## src/csa_pkg.sv

```systemverilog
// Purpose: Constants and types for the controller status and admin
//          queue attribute register group.
// Assumes: 50 MHz pclk, APB with 32-bit data, byte addresses.
// Notes:   Register offsets are byte addresses, one word each.

package csa_pkg;

  // ----------------------------------------------------------------
  // Register map
  // ----------------------------------------------------------------
  localparam int ADDR_W = 12;
  localparam logic [11:0] ADDR_STATUS = 12'h01c;
  localparam logic [11:0] ADDR_SSR_TRIGGER = 12'h020;
  localparam logic [11:0] ADDR_QSIZE = 12'h024;

  // ----------------------------------------------------------------
  // Field layout
  // ----------------------------------------------------------------
  localparam int ST_READY_BIT = 0;
  localparam int ST_FATAL_BIT = 1;
  localparam int ST_SHDN_LSB = 2;
  localparam int ST_SEEN_BIT = 4;
  localparam int ST_PAUSED_BIT = 5;
  localparam int QSIZE_W = 12;
  localparam int SQ_SIZE_LSB = 0;
  localparam int CQ_SIZE_LSB = 16;
  localparam int QID_W = 16;

  // ----------------------------------------------------------------
  // Values
  // ----------------------------------------------------------------
  localparam logic [31:0] SSR_KEY = 32'h4e564d65;
  localparam logic [31:0] READ_ZERO = 32'h0000_0000;
  localparam logic [11:0] QSIZE_RESET = 12'h000;
  localparam logic [15:0] ADMIN_QID = 16'h0000;

  typedef enum logic [1:0] {
    SD_NORMAL = 2'b00,
    SD_BUSY = 2'b01,
    SD_DONE = 2'b10
  } csa_shdn_code_type;

  typedef enum logic [3:0] {
    RS_IDLE = 4'b0001,
    RS_STARTING = 4'b0010,
    RS_READY = 4'b0100,
    RS_STOPPING = 4'b1000
  } csa_ready_state_type;

  typedef enum logic [2:0] {
    SS_NORMAL = 3'b001,
    SS_BUSY = 3'b010,
    SS_DONE = 3'b100
  } csa_shdn_state_type;

  // ----------------------------------------------------------------
  // Timing
  // ----------------------------------------------------------------
  localparam int CLK_PERIOD_NS = 20;
  localparam int READY_TIME_NS = 200;
  localparam int STOP_TIME_NS = 100;
  localparam int SHDN_TIME_NS = 400;
  localparam int TIMER_W = 8;
  localparam int READY_CYC = (READY_TIME_NS + CLK_PERIOD_NS - 1)
                             / CLK_PERIOD_NS;
  localparam int STOP_CYC = (STOP_TIME_NS + CLK_PERIOD_NS - 1)
                            / CLK_PERIOD_NS;
  localparam int SHDN_CYC = (SHDN_TIME_NS + CLK_PERIOD_NS - 1)
                            / CLK_PERIOD_NS;

endpackage : csa_pkg

```

## src/csa_timer.sv

```systemverilog
// Purpose: Down-counting one-shot timer with a done pulse.
// Assumes: load is at least one; start restarts a running count.
// Notes:   done is registered and lasts one cycle.

`timescale 1ns/1ns

module csa_timer
  import csa_pkg::*;
#(
  parameter int W = TIMER_W
) (
  input wire logic pclk,
  input wire logic presetn,
  input wire logic start,
  input wire logic [W-1:0] load,
  output logic busy,
  output logic done
);

  logic [W-1:0] count_reg;

  always_ff @(posedge pclk or negedge presetn) begin
    if (!presetn) begin
      count_reg <= '0;
      busy <= 1'b0;
      done <= 1'b0;
    end else begin
      done <= 1'b0;
      if (start) begin
        count_reg <= load;
        busy <= 1'b1;
      end else if (busy) begin
        count_reg <= count_reg - 1'b1;
        if (count_reg == {{(W-1){1'b0}}, 1'b1}) begin
          busy <= 1'b0;
          done <= 1'b1;
        end
      end
    end
  end

endmodule : csa_timer

```

## src/csa_regs.sv

```systemverilog
// Purpose: APB register group: controller status, subsystem reset
//          trigger and admin queue sizes, with ready and shutdown
//          sequencing.
// Assumes: Status inputs are synchronous to pclk; zero wait states.
// Notes:   Init-time levels are captured on the first edge after
//          reset release, never under the asynchronous reset.

`timescale 1ns/1ns

module csa_regs
  import csa_pkg::*;
(
  input wire logic pclk,
  input wire logic presetn,
  input wire logic psel,
  input wire logic penable,
  input wire logic pwrite,
  input wire logic [ADDR_W-1:0] paddr,
  input wire logic [31:0] pwdata,
  output logic [31:0] prdata,
  output logic pready,
  output logic pslverr,
  input wire logic controller_go,
  input wire logic [1:0] shutdown_notify,
  input wire logic subsystem_reset_supported,
  input wire logic pause_request,
  input wire logic fatal_event,
  input wire logic init_fatal_error,
  input wire logic warm_subsystem_reset,
  input wire logic firmware_activated,
  output logic controller_ready,
  output logic controller_reset,
  output logic subsystem_reset_req,
  output logic [QSIZE_W-1:0] admin_sq_entries,
  output logic [QSIZE_W-1:0] admin_cq_entries,
  output logic [QID_W-1:0] admin_sq_id,
  output logic [QID_W-1:0] admin_cq_id
);

  // ----------------------------------------------------------------
  // Bus decode
  // ----------------------------------------------------------------
  function automatic logic is_mapped(input logic [ADDR_W-1:0] a);
    is_mapped = (a == ADDR_STATUS) || (a == ADDR_SSR_TRIGGER) ||
                (a == ADDR_QSIZE);
  endfunction : is_mapped

  logic setup_rd;
  logic access_wr;
  logic wr_status;
  logic wr_trigger;
  logic wr_qsize;

  assign pready = 1'b1;
  assign pslverr = psel && penable && !is_mapped(paddr);
  assign setup_rd = psel && !penable && !pwrite;
  assign access_wr = psel && penable && pwrite && pready;
  assign wr_status = access_wr && (paddr == ADDR_STATUS);
  assign wr_trigger = access_wr && (paddr == ADDR_SSR_TRIGGER);
  assign wr_qsize = access_wr && (paddr == ADDR_QSIZE);

  // ----------------------------------------------------------------
  // Init-time capture
  // ----------------------------------------------------------------
  // Straps are read one edge after release so the async reset
  // branch loads constants only.
  logic init_done_reg;

  always_ff @(posedge pclk or negedge presetn) begin
    if (!presetn) begin
      init_done_reg <= 1'b0;
    end else begin
      init_done_reg <= 1'b1;
    end
  end

  // ----------------------------------------------------------------
  // Fatal error flag
  // ----------------------------------------------------------------
  logic fatal_reg;

  always_ff @(posedge pclk or negedge presetn) begin
    if (!presetn) begin
      fatal_reg <= 1'b0;
    end else if (!init_done_reg) begin
      fatal_reg <= init_fatal_error;
    end else if (fatal_event) begin
      fatal_reg <= 1'b1;
    end
  end

  // ----------------------------------------------------------------
  // Subsystem reset seen flag
  // ----------------------------------------------------------------
  logic seen_reg;
  logic seen_view;

  always_ff @(posedge pclk or negedge presetn) begin
    if (!presetn) begin
      seen_reg <= 1'b0;
    end else if (!init_done_reg) begin
      seen_reg <= warm_subsystem_reset && !firmware_activated;
    end else if (wr_status && pwdata[ST_SEEN_BIT]) begin
      seen_reg <= 1'b0;
    end
  end

  // Without reset support the bit carries nothing, so hide it
  assign seen_view = seen_reg && subsystem_reset_supported;

  // ----------------------------------------------------------------
  // Processing paused
  // ----------------------------------------------------------------
  logic paused_reg;

  always_ff @(posedge pclk or negedge presetn) begin
    if (!presetn) begin
      paused_reg <= 1'b0;
    end else begin
      paused_reg <= controller_go && pause_request;
    end
  end

  // ----------------------------------------------------------------
  // Ready sequencing
  // ----------------------------------------------------------------
  csa_ready_state_type ready_state_reg;
  csa_ready_state_type ready_state_next;
  logic rt_start;
  logic [TIMER_W-1:0] rt_load;
  logic rt_done;

  always_comb begin
    ready_state_next = ready_state_reg;
    rt_start = 1'b0;
    rt_load = TIMER_W'(READY_CYC);
    case (ready_state_reg)
      RS_IDLE: begin
        if (controller_go) begin
          ready_state_next = RS_STARTING;
          rt_start = 1'b1;
        end
      end
      RS_STARTING: begin
        if (!controller_go) begin
          ready_state_next = RS_STOPPING;
          rt_start = 1'b1;
          rt_load = TIMER_W'(STOP_CYC);
        end else if (rt_done) begin
          ready_state_next = RS_READY;
        end
      end
      RS_READY: begin
        if (!controller_go) begin
          ready_state_next = RS_STOPPING;
          rt_start = 1'b1;
          rt_load = TIMER_W'(STOP_CYC);
        end
      end
      RS_STOPPING: begin
        if (rt_done) begin
          ready_state_next = RS_IDLE;
        end
      end
      default: begin
        ready_state_next = RS_IDLE;
      end
    endcase
  end

  always_ff @(posedge pclk or negedge presetn) begin
    if (!presetn) begin
      ready_state_reg <= RS_IDLE;
    end else begin
      ready_state_reg <= ready_state_next;
    end
  end

  // Teardown of queues happens outside; sizes are never touched here
  always_ff @(posedge pclk or negedge presetn) begin
    if (!presetn) begin
      controller_reset <= 1'b0;
    end else begin
      controller_reset <= (ready_state_reg != RS_STOPPING) &&
                          (ready_state_next == RS_STOPPING);
    end
  end

  assign controller_ready = (ready_state_reg == RS_READY);

  csa_timer #(
    .W(TIMER_W)
  ) u_ready_timer (
    .pclk(pclk),
    .presetn(presetn),
    .start(rt_start),
    .load(rt_load),
    .busy(),
    .done(rt_done)
  );

  // ----------------------------------------------------------------
  // Shutdown sequencing
  // ----------------------------------------------------------------
  csa_shdn_state_type shdn_state_reg;
  csa_shdn_state_type shdn_state_next;
  logic st_start;
  logic st_done;
  logic [1:0] shdn_code;
  logic notify_any;

  assign notify_any = (shutdown_notify != 2'h0);

  always_comb begin
    shdn_state_next = shdn_state_reg;
    st_start = 1'b0;
    case (shdn_state_reg)
      SS_NORMAL: begin
        if (notify_any) begin
          shdn_state_next = SS_BUSY;
          st_start = 1'b1;
        end
      end
      SS_BUSY: begin
        if (!notify_any) begin
          shdn_state_next = SS_NORMAL;
        end else if (st_done) begin
          shdn_state_next = SS_DONE;
        end
      end
      SS_DONE: begin
        if (!notify_any) begin
          shdn_state_next = SS_NORMAL;
        end
      end
      default: begin
        shdn_state_next = SS_NORMAL;
      end
    endcase
  end

  always_ff @(posedge pclk or negedge presetn) begin
    if (!presetn) begin
      shdn_state_reg <= SS_NORMAL;
    end else begin
      shdn_state_reg <= shdn_state_next;
    end
  end

  // The reserved code 11 can never be produced
  always_comb begin
    case (shdn_state_reg)
      SS_BUSY: shdn_code = SD_BUSY;
      SS_DONE: shdn_code = SD_DONE;
      default: shdn_code = SD_NORMAL;
    endcase
  end

  csa_timer #(
    .W(TIMER_W)
  ) u_shdn_timer (
    .pclk(pclk),
    .presetn(presetn),
    .start(st_start),
    .load(TIMER_W'(SHDN_CYC)),
    .busy(),
    .done(st_done)
  );

  // ----------------------------------------------------------------
  // Subsystem reset trigger
  // ----------------------------------------------------------------
  always_ff @(posedge pclk or negedge presetn) begin
    if (!presetn) begin
      subsystem_reset_req <= 1'b0;
    end else begin
      subsystem_reset_req <= wr_trigger && subsystem_reset_supported &&
                             (pwdata == SSR_KEY);
    end
  end

  // ----------------------------------------------------------------
  // Admin queue sizes
  // ----------------------------------------------------------------
  always_ff @(posedge pclk or negedge presetn) begin
    if (!presetn) begin
      admin_sq_entries <= QSIZE_RESET;
      admin_cq_entries <= QSIZE_RESET;
    end else if (wr_qsize) begin
      admin_sq_entries <= pwdata[SQ_SIZE_LSB +: QSIZE_W];
      admin_cq_entries <= pwdata[CQ_SIZE_LSB +: QSIZE_W];
    end
  end

  assign admin_sq_id = ADMIN_QID;
  assign admin_cq_id = ADMIN_QID;

  // ----------------------------------------------------------------
  // Read data
  // ----------------------------------------------------------------
  logic [31:0] status_word;
  logic [31:0] qsize_word;

  always_comb begin
    status_word = READ_ZERO;
    status_word[ST_READY_BIT] = controller_ready;
    status_word[ST_FATAL_BIT] = fatal_reg;
    status_word[ST_SHDN_LSB +: 2] = shdn_code;
    status_word[ST_SEEN_BIT] = seen_view;
    status_word[ST_PAUSED_BIT] = paused_reg;
    qsize_word = READ_ZERO;
    qsize_word[SQ_SIZE_LSB +: QSIZE_W] = admin_sq_entries;
    qsize_word[CQ_SIZE_LSB +: QSIZE_W] = admin_cq_entries;
  end

  // Latched in the setup cycle so the access phase sees flops
  always_ff @(posedge pclk or negedge presetn) begin
    if (!presetn) begin
      prdata <= READ_ZERO;
    end else if (setup_rd) begin
      case (paddr)
        ADDR_STATUS: prdata <= status_word;
        ADDR_QSIZE: prdata <= qsize_word;
        ADDR_SSR_TRIGGER: prdata <= READ_ZERO;
        default: prdata <= READ_ZERO;
      endcase
    end
  end

  // ----------------------------------------------------------------
  // Checks
  // ----------------------------------------------------------------
  localparam int READY_MAX = 16;
  localparam int SHDN_MAX = 24;
endmodule : csa_regs

```

## config.mk

```make
export PLATFORM = sky130hd
export DESIGN_NAME = csa_regs
export DESIGN_NICKNAME = d
export VERILOG_FILES = /design/src/csa_pkg.sv /design/src/csa_timer.sv /design/src/csa_regs.sv
export SDC_FILE = /design/constraint.sdc
export NUM_CORES = 1
export LEC_CHECK = 0
export BUFFER_PORTS_ARGS = -buffer_cell sky130_fd_sc_hd__buf_2
export CAP_MARGIN = 20
export CORE_MARGIN = 3
export CORE_UTILIZATION = 50
export CTS_CLUSTER_SIZE = 10
export DETAILED_ROUTE_END_ITERATION = 10
export GPL_ROUTABILITY_DRIVEN = 0
export HOLD_SLACK_MARGIN = 0.02
export PLACE_DENSITY = 0.81
export RECOVER_POWER = 50
export REMOVE_ABC_BUFFERS = 1
export SLEW_MARGIN = 0
export SYNTH_ARGS = -nofsm -noshare
export SYNTH_HDL_FRONTEND = slang
export SYNTH_SLANG_ARGS = --single-unit
```

## constraint.sdc

```tcl
create_clock -name pclk -period 2.35 [get_ports pclk]
set_input_delay 0.1175 -clock pclk [delete_from_list [all_inputs] [get_ports pclk]]
set_output_delay 0.1175 -clock pclk [all_outputs]
set_load 0.01 [all_outputs]
```

==> flow_summary.ini <==
[status]
status = completed

[finish]
multi_input_area_um2 = 1660
drive_above_1_share_pct = 22.5
largest_register_ff_count = 24
top_regs = prdata: 24 flops, admin_cq_entries: 12 flops, admin_sq_entries: 12 flops
fill_cells = 598
n_antenna_cell = 0
top_register = prdata
seqCellArea_um2 = 2030
fin_nets = 533
area_growth_pct = 22.5

[setup_path]
critPathMaxStageDelay_ns = 0.63
start_kind = input port
crit_family = simple AND/OR/NAND/NOR gates
worst_path_max_delay_cell = or4_1
cp_num_buf_inv = 1
worstPathRequired_ns = 2.59
rrSetupSlack_ns = 0.68
worstPathCellList = buf_2 -> or4_1 -> nor2_8 -> nand3_4 -> mux2_1
path_max_fanout = 24
crit_arrival_ns = 1.91
worstSetupPathType = input port to flop
end_kind = flop

[cts]
cts_made_buffers = 9
htreeDepth = 3
clk_latency_ns = 0.35
post_cts_buffers = 0
clkTransAtPathRegs_ns = 0.09
cts_root_buf = clkbuf_8
clockBufferDepth = 2
cts.sinks = 81
cts_tree = yes

[global_route]
antenna_found_initial = 0
grt_pass1_vias = 2925
grt_usage_pct = 20.8
grt_max_degree = 82
grt_pass1_wl_um = 14200
overflow = 0

[synthesis]
synth.ff_latch_count = 81
synth_edf_count = 0
synth_area_per_cell_um2 = 11.9
synth_warnings = 0
ys_types = 51
async_flop_share_pct = 100
synth_cells = 330
synth.cell_area_um2 = 3930
synthFlopType = dfrtp_1
yosysSeqAreaShare_pct = 51.6

[routing]
firstDrtPassIters = 4
drtIter0Drc = 114
vias = 2948
wirelength_um = 9460
drtAntennaViolNets = 0
viasPerCell = 5.13
drc_errors = 0
drt-wirelength-per-cell_um = 16.4

[sta]
timing.final.max_slew_violations = 0
min_period_over_period_pct = 71.1
setup-violations-final = 0
timing.fmax_ghz = 0.598
tightest_slew_ns = 0.992
hold_viol_final = 0
tns_ns = 0
fin_ws_ns = 0.679
max_slew_margin_pct = 33.8
rsz0062_at_grt = no
fin_skew_ns = 0.0135
min_period_ns = 1.67

[floorplan]
core_region_area_um2 = 7450
die_h_um = 94.7
io_pins = 151
start_util_pct = 52.8
num_rows = 31
die-area_um2 = 8970
die_x_um = 94.7

[placement]
place_ws_ns = 0.377
hpwl_um = 6570
portBuffers = 109

[power_and_ir_drop]
leakagePower_nw = 2.39
powerDensity_nw_per_um2 = 738
vdd_drop_max_mv = 0.314

[min_path]
min_path_type = input port to flop

[flow_run]
max_cap_viol_count = 0
placed cells by master (no fill, tap or decap), drive strengths merged, types with 2 or more instances in the layout:
cell / netlist / routed
dfrtp: 79 / 79
buf: 45 / 61
clkbuf: 5 / 60
conb: 2 / 42
dlygate4sd3: 0 / 28
mux2: 25 / 25
nor2: 20 / 20
a22o: 18 / 18
nand2: 16 / 16
inv: 9 / 13
xor2: 9 / 9
nor3: 7 / 7
xnor2: 7 / 7
o21ai: 7 / 7
nand4: 7 / 7
a21oi: 6 / 6
nor4b: 6 / 6
nand2b: 5 / 5
nand3: 5 / 5
nor3b: 4 / 4
nor4bb: 4 / 4
a22oi: 4 / 4
ha: 4 / 4
nand3b: 3 / 3
nor4: 3 / 3
or4: 3 / 3
or3: 2 / 2
or3b: 2 / 2
and4b: 2 / 2
and3: 2 / 2
nand4bb: 2 / 2
a21o: 2 / 2
a211oi: 2 / 2
dfstp: 2 / 2
and4bb: 2 / 2
clkinv: 0 / 2
final timing paths:
| path | endpoint | cells after the start | from |
|---|---|---|---|
| max in group asynchronous | shdn_state_reg[1] | 2 | presetn |
| min | fatal_reg | 3 | init_fatal_error |
| max reg2reg | u_ready_timer.count_reg[7] | 4 | ready_state_reg[2] |
| max | admin_cq_entries[6] | 5 | paddr[1] |
| min in group asynchronous | admin_cq_entries[3] | 2 | presetn |
| min reg2reg | prdata[1] | 2 | prdata[1] |
synthesized netlist by cell type, types with 3 or more instances:
cell,n,area (um2)
mux2_4,20,300
nor2_1,19,71.3
a22oi_1,4,30.0
nor4b_1,6,52.6
inv_1,9,33.8
xnor2_1,7,61.3
nor3_1,7,35.0
nor3b_1,4,30.0
nand3_1,4,20.0
ha_1,4,50.1
nand2_1,16,60.1
nor4bb_1,4,40.0
mux2_1,4,45.0
xor2_1,9,78.8
nand2b_1,5,31.3
nand4_1,7,43.8
a21oi_1,6,30.0
nor4_1,3,18.8
buf_4,41,308
clkbuf_1,5,18.8
dfrtp_1,79,1980
a22o_1,18,158
o21ai_0,7,35.0
nand3b_1,3,22.5
worst min-delay path: stages:
cell and delay [ns]:
buf_2 0.11, nor2_1 0.08, a21oi_1 0.05
cell families after synthesis:
group / count (synthesis) / share of synthesized area (%)
multiplexers: 25 / 9.06
flip-flops: 81 / 51.6
AO/OA/AOI/OAI: 45 / 8.52
XOR/XNOR: 16 / 3.56
buffers and inverters: 59 / 9.99
adder cells (fa/ha/maj): 4 / 1.27
AND/OR/NAND/NOR: 98 / 15.8
other: 2 / 0.191
metal layers:
layer,GRT usage (%),vias up,share of wire [%]
li1,-,1380,-
met1,24.8,1420,39
met2,35.5,126,49
met3,5.18,22,8.6
met4,9.13,0,3.1
met5,0,-,0
what timing repair did:
| item | CTS | global route |
|---|---|---|
| endpoints found under the setup margin | 0 | 0 |
| hold endpoints to repair | 106 | 0 |
| resized for setup | 0 | 0 |
| hold buffers | 28 | 0 |
through the flow:
step | hold slack (ns) | power (mW) | utilization [%] | cell area (um2) | cells
5_1_grt | 0.0339 | 3.78 | 64.7 | 4820 | 575
3_3_place_gp | 0.327 | 2.52 | 59.3 | 4420 | 531
6_report | 0.0454 | 3.55 | 64.7 | 4820 | 575
4_1_cts | 0.0216 | 3.58 | 65.6 | 4880 | 575
2_1_floorplan | -0.178 | 2.32 | - | 3720 | 320
3_5_place_dp | 0.333 | 2.57 | 59.3 | 4420 | 531
power by group:
part	internal, mW	switching (mW)	total [mW]
combinational	0.400	0.411	0.811
sequential	1.58	0.213	1.79
clock	0.406	0.544	0.950
total	2.39	1.17	3.55
final cells by class:
cell class,instances,share of cell area (%)
sequential,81,42.1
multi-input combinational,230,34.4
timing repair buffer,140,16.3
clock buffer,9,2.57
tap,99,2.57
clock inverter,7,1.27
inverter,9,0.701
Power figures use the tool's default switching activity.
